$ cat config.mk
export PLATFORM = sky130hd
export DESIGN_NAME = tws_master
export DESIGN_NICKNAME = d
export VERILOG_FILES = /design/src/tws_sync.v /design/src/tws_prescaler.v /design/src/tws_master.v
export VERILOG_INCLUDE_DIRS = /design/src
export SDC_FILE = /design/constraint.sdc
export NUM_CORES = 1
export LEC_CHECK = 0
export BUFFER_PORTS_ARGS = -buffer_cell sky130_fd_sc_hd__buf_2
export CAP_MARGIN = 40
export CORE_MARGIN = 2
export CORE_UTILIZATION = 53
export CTS_CLUSTER_DIAMETER = 50
export CTS_CLUSTER_SIZE = 20
export DETAILED_ROUTE_END_ITERATION = 10
export GPL_TIMING_DRIVEN = 0
export PLACE_DENSITY = 0.71
export SYNTH_ARGS = -nofsm -noshare
export SYNTH_HDL_FRONTEND = slang
export SYNTH_SLANG_ARGS = --single-unit
$ cat constraint.sdc
create_clock -name core_clk -period 3.8 [get_ports core_clk]
set_clock_uncertainty 0.1 [all_clocks]
set_input_delay 0.76 -clock core_clk [delete_from_list [all_inputs] [get_ports core_clk]]
set_output_delay 0.76 -clock core_clk [all_outputs]
set_load 0.05 [all_outputs]
$ cat src/tws_consts.vh
`ifndef TWS_CONSTS_VH
`define TWS_CONSTS_VH

// ****************************************
// Register offsets on the register port.
// ****************************************
`define TWS_A_DATA 4'h0
`define TWS_A_DIV 4'h1
`define TWS_A_MODE 4'h2
`define TWS_A_COMM 4'h3
`define TWS_A_STAT 4'h4
`define TWS_A_OVCLR 4'h5
`define TWS_A_START 4'h6
`define TWS_A_STOP 4'h7
`define TWS_A_ENSTAT 4'h8
`define TWS_A_SOE 4'h9
`define TWS_A_LEVEL 4'ha
`define TWS_A_PSEL 4'hb
`define TWS_A_GATE 4'hc

// ****************************************
// Field positions.
// ****************************************
`define TWS_B_INTSRC 0
`define TWS_B_CLKSEL 1
`define TWS_B_TXEN 0
`define TWS_B_RXEN 1
`define TWS_B_DAP 2
`define TWS_B_CKP 3
`define TWS_B_LSB 4
`define TWS_B_LEN8 5
`define TWS_B_OVF 0
`define TWS_B_BFF 1
`define TWS_B_TSF 2
`define TWS_B_DLEV 0
`define TWS_B_CLEV 1

// ****************************************
// Reset values.
// ****************************************
`define TWS_RST_DIV 7'h00
`define TWS_RST_MODE 2'h0
`define TWS_RST_COMM 6'h20
`define TWS_RST_LEVEL 2'h3
`define TWS_RST_PSEL 8'h00
`define TWS_RST_DATA 8'h00

// ****************************************
// Index of the last edge per word.
// ****************************************
`define TWS_LAST_EDGE8 4'hf
`define TWS_LAST_EDGE7 4'hd

`endif

$ cat src/tws_sync.v
`timescale 1ns/1ps

module tws_sync (
    // Clock and reset.
    input wire core_clk,
    input wire nrst,
    // Level in and out.
    input wire din,
    output wire dout
);

    reg meta_ff;
    reg sync_ff;

    // Two flops bring the pin level into the clock domain.
    always @(posedge core_clk or negedge nrst) begin
        if (!nrst) begin
            meta_ff <= 1'b0;
            sync_ff <= 1'b0;
        end else begin
            meta_ff <= din;
            sync_ff <= meta_ff;
        end
    end

    assign dout = sync_ff;

endmodule

$ cat src/tws_prescaler.v
`timescale 1ns/1ps

module tws_prescaler (
    // Clock and reset.
    input wire core_clk,
    input wire nrst,
    // Control.
    input wire run,
    input wire [7:0] sel,
    // Prescaled enables, a in bit 0 and b in bit 1.
    output wire [1:0] tick
);

    reg [14:0] cnt_ff;
    reg [1:0] tick_ff;

    // Free running count that all taps divide down from.
    always @(posedge core_clk or negedge nrst) begin
        if (!nrst) begin
            cnt_ff <= 15'h0000;
        end else if (!run) begin
            cnt_ff <= 15'h0000;
        end else begin
            cnt_ff <= cnt_ff + 15'h0001;
        end
    end

    // Each tap pulses once every two to the power of its exponent.
    genvar i;
    generate
        for (i = 0; i < 2; i = i + 1) begin : g_tap
            wire [15:0] mask;
            assign mask = (16'h0001 << sel[4*i+3:4*i]) - 16'h0001;
            always @(posedge core_clk or negedge nrst) begin
                if (!nrst) begin
                    tick_ff[i] <= 1'b0;
                end else begin
                    tick_ff[i] <= run & ((cnt_ff & mask[14:0]) == mask[14:0]);
                end
            end
        end
    endgenerate

    assign tick = tick_ff;

endmodule

$ cat src/tws_master.v
// Local design decisions: the register offsets and the address-and-strobe port.
`timescale 1ns/1ps
`include "tws_consts.vh"

// What this block does
// - Transmit drives shift clock and serial out.
// - Receive drives clock, samples serial in.
// - Event at transfer end or buffer empty.
// - Divider field sets clock, fastest clk/2.
// - Data phase bit leads first bit.
// - Polarity bit swaps output and sample edges.
// - Only receive reports overrun.
// - Clock select picks prescaler tap.
// - Write while buffer full overwrites word.
// - Interrupt source may change mid-transfer.
// - Stop bit halts channel enable status.
// - Output disable hands data level to software.
// - Clock gate off resets whole unit.
// - Start bit enables the channel.
// - Data write begins a transfer.
// - Seven or eight bits, either order.
// - Stop bit self clears, status read only.
module tws_master (
    // Clock and reset.
    input wire core_clk,
    input wire nrst,
    // Register port.
    input wire [3:0] reg_addr,
    input wire [7:0] reg_wdata,
    input wire reg_wr,
    input wire reg_rd,
    output wire [7:0] reg_rdata,
    // Shift clock pin.
    output wire shift_clock_pin_o,
    output wire shift_clock_pin_oe_n,
    // Serial data pins.
    output wire serial_out_pin_o,
    output wire serial_out_pin_oe_n,
    input wire serial_in_pin,
    // Channel event pulse.
    output wire channel_interrupt
);

    // ****************************************
    // Declarations.
    // ****************************************
    localparam ST_IDLE = 1'b0;
    localparam ST_RUN = 1'b1;

    reg peripheral_clock_gate_ff;
    reg [6:0] divider_ff;
    reg interrupt_source_bit_ff;
    reg clock_select_ff;
    reg tx_en_ff;
    reg rx_en_ff;
    reg data_phase_bit_ff;
    reg clock_polarity_bit_ff;
    reg lsb_first_ff;
    reg len8_ff;
    reg channel_enabled_status_ff;
    reg output_enable_bit_ff;
    reg data_level_bit_ff;
    reg clock_level_bit_ff;
    reg [7:0] prescaler_select_reg_ff;
    reg [7:0] tx_buf_ff;
    reg buffer_full_flag_ff;
    reg [7:0] rx_data_ff;
    reg rx_full_ff;
    reg overrun_flag_ff;
    reg state_ff;
    reg [6:0] hcnt_ff;
    reg [3:0] ecnt_ff;
    reg [7:0] sh_ff;
    reg so_ff;
    reg sck_ff;
    reg irq_ff;
    reg [7:0] rdata_ff;
    reg sck_pin_ff;
    reg sck_oe_n_ff;
    reg so_pin_ff;
    reg so_oe_n_ff;
    reg [7:0] nxt_rdata;

    wire sin_sync;
    wire [1:0] tick;
    wire op_tick;
    wire wr_data;
    wire rd_data;
    wire wr_div;
    wire wr_mode;
    wire wr_comm;
    wire wr_ovclr;
    wire wr_start;
    wire wr_stop;
    wire wr_soe;
    wire wr_level;
    wire wr_psel;
    wire start_ok;
    wire sample_edge;
    wire last_edge;
    wire half_done;
    wire idle_lvl;
    wire transfer_active_flag;
    wire [7:0] sh_in;
    wire [7:0] rx_word;

    // ****************************************
    // Helpers.
    // ****************************************

    // Picks the bit that goes out next from a shift word.
    function out_bit;
        input [7:0] w;
        input lsb;
        input len8;
        begin
            if (lsb) begin
                out_bit = w[0];
            end else if (len8) begin
                out_bit = w[7];
            end else begin
                out_bit = w[6];
            end
        end
    endfunction

    // ****************************************
    // Submodules.
    // ****************************************

    // Serial input comes from a pin, so it is synchronised.
    tws_sync u_sync (
        .core_clk(core_clk),
        .nrst(nrst),
        .din(serial_in_pin),
        .dout(sin_sync)
    );

    // Two prescaler taps, both stopped while the unit is gated.
    tws_prescaler u_presc (
        .core_clk(core_clk),
        .nrst(nrst),
        .run(peripheral_clock_gate_ff),
        .sel(prescaler_select_reg_ff),
        .tick(tick)
    );

    // ****************************************
    // Register decode.
    // ****************************************

    // Writes other than the gate are ignored while gated off.
    assign wr_data = reg_wr & peripheral_clock_gate_ff & (reg_addr == `TWS_A_DATA);
    assign rd_data = reg_rd & peripheral_clock_gate_ff & (reg_addr == `TWS_A_DATA);
    assign wr_div = reg_wr & peripheral_clock_gate_ff & (reg_addr == `TWS_A_DIV);
    assign wr_mode = reg_wr & peripheral_clock_gate_ff & (reg_addr == `TWS_A_MODE);
    assign wr_comm = reg_wr & peripheral_clock_gate_ff & (reg_addr == `TWS_A_COMM);
    assign wr_ovclr = reg_wr & peripheral_clock_gate_ff & (reg_addr == `TWS_A_OVCLR);
    assign wr_start = reg_wr & peripheral_clock_gate_ff & (reg_addr == `TWS_A_START);
    assign wr_stop = reg_wr & peripheral_clock_gate_ff & (reg_addr == `TWS_A_STOP);
    assign wr_soe = reg_wr & peripheral_clock_gate_ff & (reg_addr == `TWS_A_SOE);
    assign wr_level = reg_wr & peripheral_clock_gate_ff & (reg_addr == `TWS_A_LEVEL);
    assign wr_psel = reg_wr & peripheral_clock_gate_ff & (reg_addr == `TWS_A_PSEL);

    // ****************************************
    // Engine terms.
    // ****************************************

    // The channel clock is one of the two prescaler taps.
    assign op_tick = clock_select_ff ? tick[1] : tick[0];
    assign half_done = op_tick & (hcnt_ff == divider_ff);
    // Sample edges are odd edges without lead, even edges with it.
    assign sample_edge = ecnt_ff[0] ^ data_phase_bit_ff;
    assign last_edge = ecnt_ff == (len8_ff ? `TWS_LAST_EDGE8 : `TWS_LAST_EDGE7);
    // Rest level makes the first output edge falling when polarity is 0.
    assign idle_lvl = ~(clock_polarity_bit_ff ^ data_phase_bit_ff);
    assign start_ok = channel_enabled_status_ff & buffer_full_flag_ff;
    assign transfer_active_flag = (state_ff == ST_RUN) | start_ok;

    // Incoming bit enters the end opposite the outgoing one.
    assign sh_in = lsb_first_ff ?
        (len8_ff ? {sin_sync, sh_ff[7:1]} : {1'b0, sin_sync, sh_ff[6:1]}) :
        (len8_ff ? {sh_ff[6:0], sin_sync} : {1'b0, sh_ff[5:0], sin_sync});
    assign rx_word = sample_edge ? sh_in : sh_ff;

    // ****************************************
    // Unit clock gate.
    // ****************************************

    // The gate is always writable and resets the rest when low.
    always @(posedge core_clk or negedge nrst) begin
        if (!nrst) begin
            peripheral_clock_gate_ff <= 1'b0;
        end else if (reg_wr && (reg_addr == `TWS_A_GATE)) begin
            peripheral_clock_gate_ff <= reg_wdata[0];
        end
    end

    // ****************************************
    // Configuration registers.
    // ****************************************

    // Settings, channel enable and software pin levels.
    always @(posedge core_clk or negedge nrst) begin
        if (!nrst) begin
            divider_ff <= `TWS_RST_DIV;
            {clock_select_ff, interrupt_source_bit_ff} <= `TWS_RST_MODE;
            {len8_ff, lsb_first_ff, clock_polarity_bit_ff,
                data_phase_bit_ff, rx_en_ff, tx_en_ff} <= `TWS_RST_COMM;
            channel_enabled_status_ff <= 1'b0;
            output_enable_bit_ff <= 1'b0;
            {clock_level_bit_ff, data_level_bit_ff} <= `TWS_RST_LEVEL;
            prescaler_select_reg_ff <= `TWS_RST_PSEL;
        end else if (!peripheral_clock_gate_ff) begin
            divider_ff <= `TWS_RST_DIV;
            {clock_select_ff, interrupt_source_bit_ff} <= `TWS_RST_MODE;
            {len8_ff, lsb_first_ff, clock_polarity_bit_ff,
                data_phase_bit_ff, rx_en_ff, tx_en_ff} <= `TWS_RST_COMM;
            channel_enabled_status_ff <= 1'b0;
            output_enable_bit_ff <= 1'b0;
            {clock_level_bit_ff, data_level_bit_ff} <= `TWS_RST_LEVEL;
            prescaler_select_reg_ff <= `TWS_RST_PSEL;
        end else begin
            if (wr_div) begin
                divider_ff <= reg_wdata[7:1];
            end
            // The source bit stays writable during a transfer.
            if (wr_mode) begin
                interrupt_source_bit_ff <= reg_wdata[`TWS_B_INTSRC];
                clock_select_ff <= reg_wdata[`TWS_B_CLKSEL];
            end
            if (wr_comm) begin
                tx_en_ff <= reg_wdata[`TWS_B_TXEN];
                rx_en_ff <= reg_wdata[`TWS_B_RXEN];
                data_phase_bit_ff <= reg_wdata[`TWS_B_DAP];
                clock_polarity_bit_ff <= reg_wdata[`TWS_B_CKP];
                lsb_first_ff <= reg_wdata[`TWS_B_LSB];
                len8_ff <= reg_wdata[`TWS_B_LEN8];
            end
            // Stop is a trigger; nothing of it is kept.
            if (wr_stop && reg_wdata[0]) begin
                channel_enabled_status_ff <= 1'b0;
            end else if (wr_start && reg_wdata[0]) begin
                channel_enabled_status_ff <= 1'b1;
            end
            if (wr_soe) begin
                output_enable_bit_ff <= reg_wdata[0];
            end
            if (wr_level) begin
                data_level_bit_ff <= reg_wdata[`TWS_B_DLEV];
                clock_level_bit_ff <= reg_wdata[`TWS_B_CLEV];
            end
            if (wr_psel) begin
                prescaler_select_reg_ff <= reg_wdata;
            end
        end
    end

    // ****************************************
    // Shift engine and data buffers.
    // ****************************************

    // One word per run; buffer, receive holding and flags live here.
    always @(posedge core_clk or negedge nrst) begin
        if (!nrst) begin
            tx_buf_ff <= `TWS_RST_DATA;
            buffer_full_flag_ff <= 1'b0;
            rx_data_ff <= `TWS_RST_DATA;
            rx_full_ff <= 1'b0;
            overrun_flag_ff <= 1'b0;
            state_ff <= ST_IDLE;
            hcnt_ff <= 7'h00;
            ecnt_ff <= 4'h0;
            sh_ff <= `TWS_RST_DATA;
            so_ff <= 1'b1;
            sck_ff <= 1'b1;
            irq_ff <= 1'b0;
        end else if (!peripheral_clock_gate_ff) begin
            tx_buf_ff <= `TWS_RST_DATA;
            buffer_full_flag_ff <= 1'b0;
            rx_data_ff <= `TWS_RST_DATA;
            rx_full_ff <= 1'b0;
            overrun_flag_ff <= 1'b0;
            state_ff <= ST_IDLE;
            hcnt_ff <= 7'h00;
            ecnt_ff <= 4'h0;
            sh_ff <= `TWS_RST_DATA;
            so_ff <= 1'b1;
            sck_ff <= 1'b1;
            irq_ff <= 1'b0;
        end else begin
            irq_ff <= 1'b0;
            // A write while full simply replaces the pending word.
            if (wr_data) begin
                tx_buf_ff <= reg_wdata;
                buffer_full_flag_ff <= 1'b1;
            end
            if (rd_data) begin
                rx_full_ff <= 1'b0;
            end
            if (wr_ovclr && reg_wdata[`TWS_B_OVF]) begin
                overrun_flag_ff <= 1'b0;
            end
            case (state_ff)
                ST_IDLE: begin
                    sck_ff <= idle_lvl;
                    hcnt_ff <= 7'h00;
                    ecnt_ff <= 4'h0;
                    if (start_ok) begin
                        state_ff <= ST_RUN;
                        sh_ff <= tx_buf_ff;
                        // A write in this same cycle keeps the buffer full.
                        if (!wr_data) begin
                            buffer_full_flag_ff <= 1'b0;
                        end
                        if (interrupt_source_bit_ff) begin
                            irq_ff <= 1'b1;
                        end
                        if (data_phase_bit_ff) begin
                            so_ff <= out_bit(tx_buf_ff, lsb_first_ff, len8_ff);
                        end
                    end
                end
                ST_RUN: begin
                    if (!channel_enabled_status_ff) begin
                        state_ff <= ST_IDLE;
                    end else if (half_done) begin
                        hcnt_ff <= 7'h00;
                        sck_ff <= ~sck_ff;
                        ecnt_ff <= ecnt_ff + 4'h1;
                        if (sample_edge) begin
                            sh_ff <= sh_in;
                        end else begin
                            so_ff <= out_bit(sh_ff, lsb_first_ff, len8_ff);
                        end
                        if (last_edge) begin
                            state_ff <= ST_IDLE;
                            if (!interrupt_source_bit_ff) begin
                                irq_ff <= 1'b1;
                            end
                            if (rx_en_ff) begin
                                rx_data_ff <= rx_word;
                                // Set wins over a read in the same cycle.
                                rx_full_ff <= 1'b1;
                                if (rx_full_ff && !rd_data) begin
                                    overrun_flag_ff <= 1'b1;
                                end
                            end
                        end
                    end else if (op_tick) begin
                        hcnt_ff <= hcnt_ff + 7'h01;
                    end
                end
                default: begin
                    state_ff <= ST_IDLE;
                end
            endcase
        end
    end

    // ****************************************
    // Pin stage.
    // ****************************************

    // Stopped channel shows both software levels; disabled output shows only the data level.
    always @(posedge core_clk or negedge nrst) begin
        if (!nrst) begin
            sck_pin_ff <= 1'b1;
            sck_oe_n_ff <= 1'b1;
            so_pin_ff <= 1'b1;
            so_oe_n_ff <= 1'b1;
        end else begin
            sck_pin_ff <= channel_enabled_status_ff ? sck_ff : clock_level_bit_ff;
            sck_oe_n_ff <= ~peripheral_clock_gate_ff;
            so_pin_ff <= (output_enable_bit_ff && channel_enabled_status_ff) ?
                so_ff : data_level_bit_ff;
            // The data output is left undriven when not transmitting.
            so_oe_n_ff <= ~(peripheral_clock_gate_ff & tx_en_ff);
        end
    end

    // ****************************************
    // Read port.
    // ****************************************

    // Read data selection; unmapped offsets read zero.
    always @* begin
        nxt_rdata = 8'h00;
        case (reg_addr)
            `TWS_A_DATA: nxt_rdata = rx_en_ff ? rx_data_ff : tx_buf_ff;
            `TWS_A_DIV: nxt_rdata = {divider_ff, 1'b0};
            `TWS_A_MODE: nxt_rdata = {6'h00, clock_select_ff, interrupt_source_bit_ff};
            `TWS_A_COMM: nxt_rdata = {2'h0, len8_ff, lsb_first_ff, clock_polarity_bit_ff,
                data_phase_bit_ff, rx_en_ff, tx_en_ff};
            `TWS_A_STAT: nxt_rdata = {5'h00, transfer_active_flag,
                buffer_full_flag_ff, overrun_flag_ff};
            `TWS_A_ENSTAT: nxt_rdata = {7'h00, channel_enabled_status_ff};
            `TWS_A_SOE: nxt_rdata = {7'h00, output_enable_bit_ff};
            `TWS_A_LEVEL: nxt_rdata = {6'h00, clock_level_bit_ff, data_level_bit_ff};
            `TWS_A_PSEL: nxt_rdata = prescaler_select_reg_ff;
            `TWS_A_GATE: nxt_rdata = {7'h00, peripheral_clock_gate_ff};
            default: nxt_rdata = 8'h00;
        endcase
    end

    // Read data stand only in the cycle after the strobe.
    always @(posedge core_clk or negedge nrst) begin
        if (!nrst) begin
            rdata_ff <= 8'h00;
        end else if (reg_rd) begin
            rdata_ff <= nxt_rdata;
        end else begin
            rdata_ff <= 8'h00;
        end
    end

    // ****************************************
    // Outputs.
    // ****************************************
    assign reg_rdata = rdata_ff;
    assign shift_clock_pin_o = sck_pin_ff;
    assign shift_clock_pin_oe_n = sck_oe_n_ff;
    assign serial_out_pin_o = so_pin_ff;
    assign serial_out_pin_oe_n = so_oe_n_ff;
    assign channel_interrupt = irq_ff;

endmodule

# Yosys cells after proc, flatten, opt, wreduce, memory -nomap -nowiden
# Cells that the tools add are included.
# totals
output_inout_bits	13
wordCells	232
reg_bits	101
# classes
bitwise	28
n_eq_ne	35
addsub	5
n_reduce_logical	13
shift	2
muxes	112
# op_table
operator	count
two-way mux 8 bit	20
one-hot mux 8 bit (10 select lines)	1
two-way mux 1 bit	73
two-way mux 7 bit	6
AND 15 bit	2
equality test 15 bit	2
left shift 1 x 4 -> 15 bit (first input constant)	2
subtractor 15 x 1 -> 15 bit (second input constant)	2
inequality test 2 x 1 -> 1 bit (second input constant)	12
equality test 4 bit (second input constant)	5
AND 1 bit	18
equality test 4 x 3 -> 1 bit (second input constant)	4
one-hot mux 8 bit (2 select lines)	1
adder 15 x 1 -> 15 bit (second input constant)	1
two-way mux 15 bit	1
one-hot mux 7 bit (2 select lines)	1
two-way mux 4 bit	3
inequality test 3 bit (second input constant)	4
AND reduction 5 bit	2
equality test 4 x 2 -> 1 bit (second input constant)	2
one-hot mux 1 bit (2 select lines)	4
one-hot mux 4 bit (2 select lines)	1
adder 7 x 1 -> 7 bit (second input constant)	1
equality test 7 bit	1
15 further kinds	26

# Longest topological paths before layout
# Gate-level depths: netlist of the first run.
# depth
ltp_word	11
depth_mapped	10
ltp_nobuf	8

# Cells and area by module
# Synthesis of the first run repeated with hierarchy kept, for this count alone.
# unflattened
cells_unflattened	617
area_unflattened_um2	5713.0
# by_module_without_submodules
mod	cells_each	instances	area_each_um2
tws_master	456	1	4317.9
tws_prescaler	159	1	1345.0
tws_sync	2	1	50.0

# Least setup slack after synthesis of the first run
# No wires, ideal clock.
# synth_timing
path_kind	reg2reg
startpoint	register prescaler_select_reg_ff[6]
endpoint	register u_presc.tick_ff[1] (netlist: u_presc.tick[1])
t_required_ps	3576
path_stages_with_launch	8
t_arrival_ps	2018
path_slack_ps	1558
setup_time_ps	124
n_path_buf	0
cell_sequence	dfrtp_1 > or4_1 > ha_1 > or4bb_1 > a21oi_1 > a311oi_1 > a21oi_1 > nor3_1
# synth_via
elab_chain_len	5
# synth_lines
element	line_no	source
start: declaration	tws_master.v:64	reg [7:0] prescaler_select_reg_ff;
start signal: assignment	tws_master.v:213	prescaler_select_reg_ff <= `TWS_RST_PSEL;
start signal: assignment	tws_master.v:222	prescaler_select_reg_ff <= `TWS_RST_PSEL;
start signal: assignment	tws_master.v:254	prescaler_select_reg_ff <= reg_wdata;
left shift 1 x 4 -> 15 bit *	tws_prescaler.v:33	assign mask = (16'h0001 << sel[4*i+3:4*i]) - 16'h0001;
subtractor 15 x 1 -> 15 bit *	tws_prescaler.v:33	
AND 15 bit	tws_prescaler.v:38	tick_ff[i] <= run & ((cnt_ff & mask[14:0]) == mask[14:0]);
equality test 15 bit *	tws_prescaler.v:38	
AND 1 bit *	tws_prescaler.v:38	
end signal: indexed assignment	tws_prescaler.v:38	
end: declaration	tws_prescaler.v:15	reg [1:0] tick_ff;
# Mark *: on every way between the ends. The rest lies on a longest branch, timed or not.
# A chain may end at the register's enable or synchronous reset.

# Worst setup path in the final report of the first run
# layout_timing
startpoint	register prescaler_select_reg_ff[7]
endpoint	register u_presc.tick_ff[1] (netlist: u_presc.tick[1])
# Same word-level chain as after synthesis.

==> reports/metrics.yaml, run 1 <==
status: "finished, final reports clean"
worst-slew-pin-transition_ps: 761
portBuffers: 27
cts_tree: "yes"
cts_hold_buf: 0
worstPathMaxFanout: 10
vias_per_cell: 6.21
grt.total_usage_pct: 27.8
row_count: 37
path_clk_slew_ps: 100
coreArea_um2: 10300
ys_ff_latch: 101
path_cells: "clkbuf_1, inv_1, nand3_1, ha_1, clkbuf_1, nor4_1, a211oi_1, o221ai_1, nor3_1"
drive_gt1_share_pct: 11.2
grt_max_degree: 70
syn_to_final_growth_pct: 9.03
worst_slack_ps: 1070
drc: 0
ir_drop_mv: 0.255
synthArstFlopShare_pct: 100
path_delay_family: "buffers and inverters"
slew_headroom_pct: 49.2
setup_viol: 0
yosysSeqAreaShare_pct: 44.9
finalHoldViolCount: 0
first_iter_violations: 531
fin_crit_ps: 2730
diodes: 0
fin_nets: 695
pre_cts_ws_ps: 1140
synth.distinct_cells: 63
period_share_pct: 71.9
synth_edf_count: 0
final_cell_mix: "92 x dfrtp_1, 84 x nand2_1, 53 x nand3_1, 52 x a21oi_1, 41 x nor2_1"
drt-pass1-iter-count: 5
hp-class: "input port to async pin"
start_kind: "flop"
finalMaxSlewViolations: 0
grt.overflow.total: 0
fmax_ghz: 0.366
die_w_um: 107
drv_cap: 0
p_leak_nw: 2.43
vias: 5059
end_kind: "flop"
boundaryPins: 30
ant_nets: 0
avgSynthCellArea_um2: 8.92
regArea_um2: 2540
syn_nets: 656
yosysWarnings: 0
cts.sinks: 101
grt_pass1_wl_um: 24800
die-area_um2: 11500
final_common_cell: "dfrtp_1"
synthCells: 634
cts_max_level: 3
post_cts_resized: 0
synth_ff_type: "dfrtp_1"
antenna_found_initial: 0
slowest_stage: "dfrtp_1"
clk_latency_ps: 370
totalNegativeSetupSlack_ps: 0
cp_data_required_time_ps: 3950
post_cts_buffers: 0
wl_per_cell_um: 18.7
numCtsBuffers: 9
powerDensity_nw_per_um2: 342
total_power_mw: 2.11
synth_area_um2: 5660
gp_congestion: 0.938
die_y_um: 107
multiInputGateArea_um2: 2870
crit_arrival_ps: 2880
cts_root_buf: "clkbuf_8"
fillers: 945
routed_wirelength_um: 15200
crit_path_frequent_cell: "clkbuf_1"
max_stage_delay_ps: 390
hpwlAfterDp_um: 11300
worst-path-buf-inv: 3
rsz0062_at_grt: "false"
worstSetupPathType: "flop to flop"
start_util_pct: 54.8
cts_buffer_depth: 2
grt_pass1_vias: 4711
## report_power, final
| group | total [mW] | leakage [nW] | internal (mW) | switching [mW] |
|---|---|---|---|---|
| registers | 1.14 | 1.37 | 1.11 | 0.0259 |
| logic | 0.341 | 0.972 | 0.0944 | 0.246 |
| clock network | 0.629 | 0.0857 | 0.257 | 0.372 |
| total | 2.11 | 2.43 | 1.46 | 0.644 |
## layout make-up
cell class	count	share of cell area (%)
timing repair buffer	28	2.68
sequential	101	41.2
tap	136	2.76
clock buffer	11	2.29
inverter	15	0.913
clock inverter	5	0.548
buffer	49	3.08
multi-input combinational	469	46.6
## metal layers
| layer | wire (um) | share of wire (%) | GRT usage, % |
|---|---|---|---|
| met1 | 6770 | 44 | 42.0 |
| met2 | 6710 | 44 | 41.5 |
| met3 | 1470 | 9.6 | 4.66 |
| met4 | 274 | 1.8 | 7.33 |
| met5 | 0 | 0 | 0 |
## cell families after synthesis
group	share of synthesized area (%)
AO/OA/AOI/OAI	16.8
XOR/XNOR	4.18
adder cells (fa/ha/maj)	1.11
buffers and inverters	4.36
flip-flops	44.9
multiplexers	7.96
AND/OR/NAND/NOR	20.7
## synthesized netlist by cell type (all sizes together) (9+ instances only)
cell / n / share of area (%)
dfrtp: 92 / 41
nand2: 84 / 5.6
nand3: 53 / 4.7
a21oi: 52 / 4.6
nor2: 41 / 2.7
clkbuf: 39 / 2.6
o21ai: 36 / 3.2
mux2i: 27 / 4.8
xor2: 18 / 2.8
inv: 15 / 1.0
mux2: 14 / 2.8
nor3: 14 / 1.2
buf: 10 / 0.77
dfstp: 9 / 4.2
xnor2: 9 / 1.4
## registers in the layout (all words and copies together) (netlist names), 2 cells and up
name	flops
divider_ff	7
ecnt_ff	4
hcnt_ff	7
prescaler_select_reg_ff	8
reg_rdata	8
rx_data_ff	8
sh_ff	8
tx_buf_ff	8
u_presc.cnt_ff	15
u_presc.tick	2
## through the flow
stage / util, % / hold slack, ps / cells / instance area (um2)
4_1_cts: 59.7 / 227 / 814 / 6170
6_report: 59.7 / 221 / 814 / 6170
3_3_place_gp: 57.7 / 234 / 797 / 5960
3_5_place_dp: 58.0 / 236 / 798 / 5990
5_1_grt: 59.7 / 249 / 814 / 6170
2_1_floorplan: - / 231 / 634 / 5660
## worst paths after layout
check | end | cells after the start | from | slack (ps)
worst max-delay path | u_presc.tick[1] | 9 | prescaler_select_reg_ff[7] | 1070
worst min-delay path | sh_ff[7] | 1 | nrst | 220
worst max register to register | u_presc.tick[1] | 9 | prescaler_select_reg_ff[7] | 1070
worst min register to register | u_sync.dout | 0 | u_sync.meta_ff | 260
max in group asynchronous | len8_ff | 2 | nrst | 2660
min in group core_clk | u_sync.dout | 0 | u_sync.meta_ff | 260
## worst reg2reg max path: cells and delay by family (launching register included)
family	cells	cell delay, ps
adders and majority gates	1	280
AOI/OAI and AO/OA	2	380
and+or+nand+nor	3	530
DFF	1	390
buffers and inverters	3	930
(Power assumes the default switching activity.)
==> run 2, diff against run 1 <==
--- a/config.mk
+++ b/config.mk
@@ -6,6 +6,7 @@
 export SDC_FILE = /design/constraint.sdc
 export NUM_CORES = 1
 export LEC_CHECK = 0
+export ABC_AREA = 1
 export BUFFER_PORTS_ARGS = -buffer_cell sky130_fd_sc_hd__buf_2
 export CAP_MARGIN = 40
 export CORE_MARGIN = 2
@@ -14,7 +15,7 @@
 export CTS_CLUSTER_SIZE = 20
 export DETAILED_ROUTE_END_ITERATION = 10
 export GPL_TIMING_DRIVEN = 0
-export PLACE_DENSITY = 0.71
+export PLACE_DENSITY = 0.73
 export SYNTH_ARGS = -nofsm -noshare
 export SYNTH_HDL_FRONTEND = slang
 export SYNTH_SLANG_ARGS = --single-unit
==> constraint.sdc (replaced) <==
create_clock -name core_clk -period 2.3 [get_ports core_clk]
set_clock_uncertainty 0.1 [all_clocks]
set_input_delay 0.46 -clock core_clk [delete_from_list [all_inputs] [get_ports core_clk]]
set_output_delay 0.46 -clock core_clk [all_outputs]
set_load 0.05 [all_outputs]
==> reports/metrics.yaml, run 2 <==
status: "finished, final reports clean"
cts_buffer_depth: 2
drive_gt1_share_pct: 12.7
synthTopCellsByArea: "dfrtp_1 40%, nand2_1 15%, o21ai_0 6.5%"
synth_area_um2: 5750
start_kind: "flop"
final_cells: 983
avgSynthCellArea_um2: 7.22
vias_per_cell: 5.61
timing.rr.start: "prescaler_select_reg_ff[6]"
row_count: 38
portBuffers: 29
p_leak_nw: 3.06
synthMostInstantiatedCell: "nand2_1"
worstPathMaxFanout: 10
boundaryPins: 30
drt-pass1-iter-count: 8
start_util_pct: 53.7
fin_nets: 860
min_delay_path_depth: 1
total_power_mw: 4.41
ys_ff_latch: 101
grt_pass1_wl_um: 24900
pre_cts_ws_ps: 32.0
drv_cap: 0
finalMaxSlewViolations: 0
synth.distinct_cells: 43
slew_headroom_pct: 61.7
cp_data_required_time_ps: 2520
crit_start: "prescaler_select_reg_ff[6]"
finalHoldViolCount: 0
period_share_pct: 92.5
synthCells: 796
vias: 5514
fmax_ghz: 0.470
wl_per_cell_um: 16.0
post_cts_buffers: 0
syn_nets: 818
cts.sinks: 101
grt.total_usage_pct: 27.9
final_cell_mix: "234 x nand2_1, 91 x inv_1, 91 x dfrtp_1, 75 x nor2_1, 75 x o21ai_0"
clk_latency_ps: 390
ff2ff_path_depth: 14
numCtsBuffers: 9
worstSetupPathType: "flop to flop"
grt_max_degree: 61
die-area_um2: 11700
grt.overflow.total: 0
antenna_found_initial: 0
routed_wirelength_um: 15800
setup_viol: 0
grt_pass1_vias: 5008
hpwlAfterDp_um: 11900
die_y_um: 108
gp_congestion: 0.938
end_kind: "flop"
powerDensity_nw_per_um2: 699
die_w_um: 108
rsz0062_at_grt: "false"
drc: 0
hp-class: "input port to flop"
yosysWarnings: 0
final_common_cell: "nand2_1"
cts_root_buf: "clkbuf_8"
coreArea_um2: 10700
ir_drop_mv: 0.564
largest_reg_flops: 15
cts_max_level: 3
ant_nets: 0
yosysTopAreaCell: "dfrtp_1"
cts_tree: "yes"
path_clk_slew_ps: 100
synthArstFlopShare_pct: 100
syn_to_final_growth_pct: 9.71
worst_slack_ps: 172
worst-slew-pin-transition_ps: 574
first_iter_violations: 430
regMostFlops: "u_presc.cnt_ff"
diodes: 0
hp-start: "serial_in_pin"
synth_ff_type: "dfrtp_1"
fin_crit_ps: 2130
synth_edf_count: 0
netlist.area_leader.share_pct: 40.0
dp.cells: 966
netlist_top_cells_count: "235 x nand2_1, 92 x dfrtp_1, 92 x inv_1"
crit_arrival_ps: 2340
yosysSeqAreaShare_pct: 44.2
==> run 2: changes by cell type after synthesis, sizes merged, moves of 29 or more <==
cell,change
o21ai,+48
nor2,+43
clkbuf,-35
inv,+82
nand2,+160
a21oi,-29
==> run 2: path summary, 6_finish.rpt <==
check / endpoint / slack [ps]
hold reg to reg: u_sync.dout / 250
hold / removal: u_sync.meta_ff / 80
setup reg to reg: u_presc.tick[1] / 170
setup / recovery: u_presc.tick[1] / 170
min in group asynchronous: clock_polarity_bit_ff / 520
max in group asynchronous: data_level_bit_ff / 850
==> run 2: cell families (layout without fill, tap and decap cells) <==
kind of cell / count (synthesis) / after routing / synth area share [%]
XOR/XNOR: 11 / 11 / 1.81
buffers and inverters: 119 / 166 / 8.42
AND/OR/NAND/NOR: 415 / 415 / 30.3
AO/OA/AOI/OAI: 145 / 145 / 14.3
flip-flops: 101 / 101 / 44.2
adder cells (fa/ha/maj): 5 / 5 / 1.09
==> run 2: critical path: stages (launching register included) <==
cell	delay (ps)
dfrtp_1	360
buf_2	180
inv_1	100
nand2_2	80
nor2_2	140
inv_1	50
ha_1	280
nor2_1	40
nor2_1	90
nand2_1	50
nor3_1	170
nand2_1	80
nor2_2	100
nand2_1	70
nor2_2	150
==> run 2: final cells by class <==
cell class	count	area, um2
Tap cell	140	175
Fill cell	1018	4390
Clock inverter	4	23.8
Inverter	98	368
Buffer	21	116
Sequential cell	101	2540
Multi-Input combinational cell	576	2740
Timing Repair Buffer	31	185
Clock buffer	12	155
==> run 2: timing repair <==
action                     CTS  global route
hold endpoints to repair    38             0
gates resized for setup      0             8
setup endpoints to repair    0             2
hold buffers                 1             0
==> run 2: stage by stage <==
| stage | area, um2 | hold slack, ps | utilization [%] | TNS (ps) |
|---|---|---|---|---|
| floorplan | 5750 | 64.4 | - | 0 |
| global placement | 6070 | 232 | 56.7 | -38590 |
| detailed placement | 6100 | 236 | 57.0 | 0 |
| CTS | 6290 | 73.1 | 58.8 | 0 |
| global route | 6310 | 70.2 | 59.0 | 0 |
| finish | 6310 | 80.4 | 59.0 | 0 |
==> run 2: power by group <==
part / internal, mW / switching, mW / total [mW]
logic: 0.394 / 0.913 / 1.31
clock network: 0.450 / 0.635 / 1.09
registers: 1.92 / 0.102 / 2.02
==> run 2: per-layer routing <==
metal | wire (um) | track usage (%) | part of all wire [%] | up-vias
li1 | - | - | - | 2660
met3 | 922 | 4.16 | 5.9 | 46
met1 | 6790 | 37.0 | 43 | 2608
met4 | 609 | 13.2 | 3.9 | 0
met2 | 7430 | 45.2 | 47 | 200
met5 | 0 | 0 | 0 | -
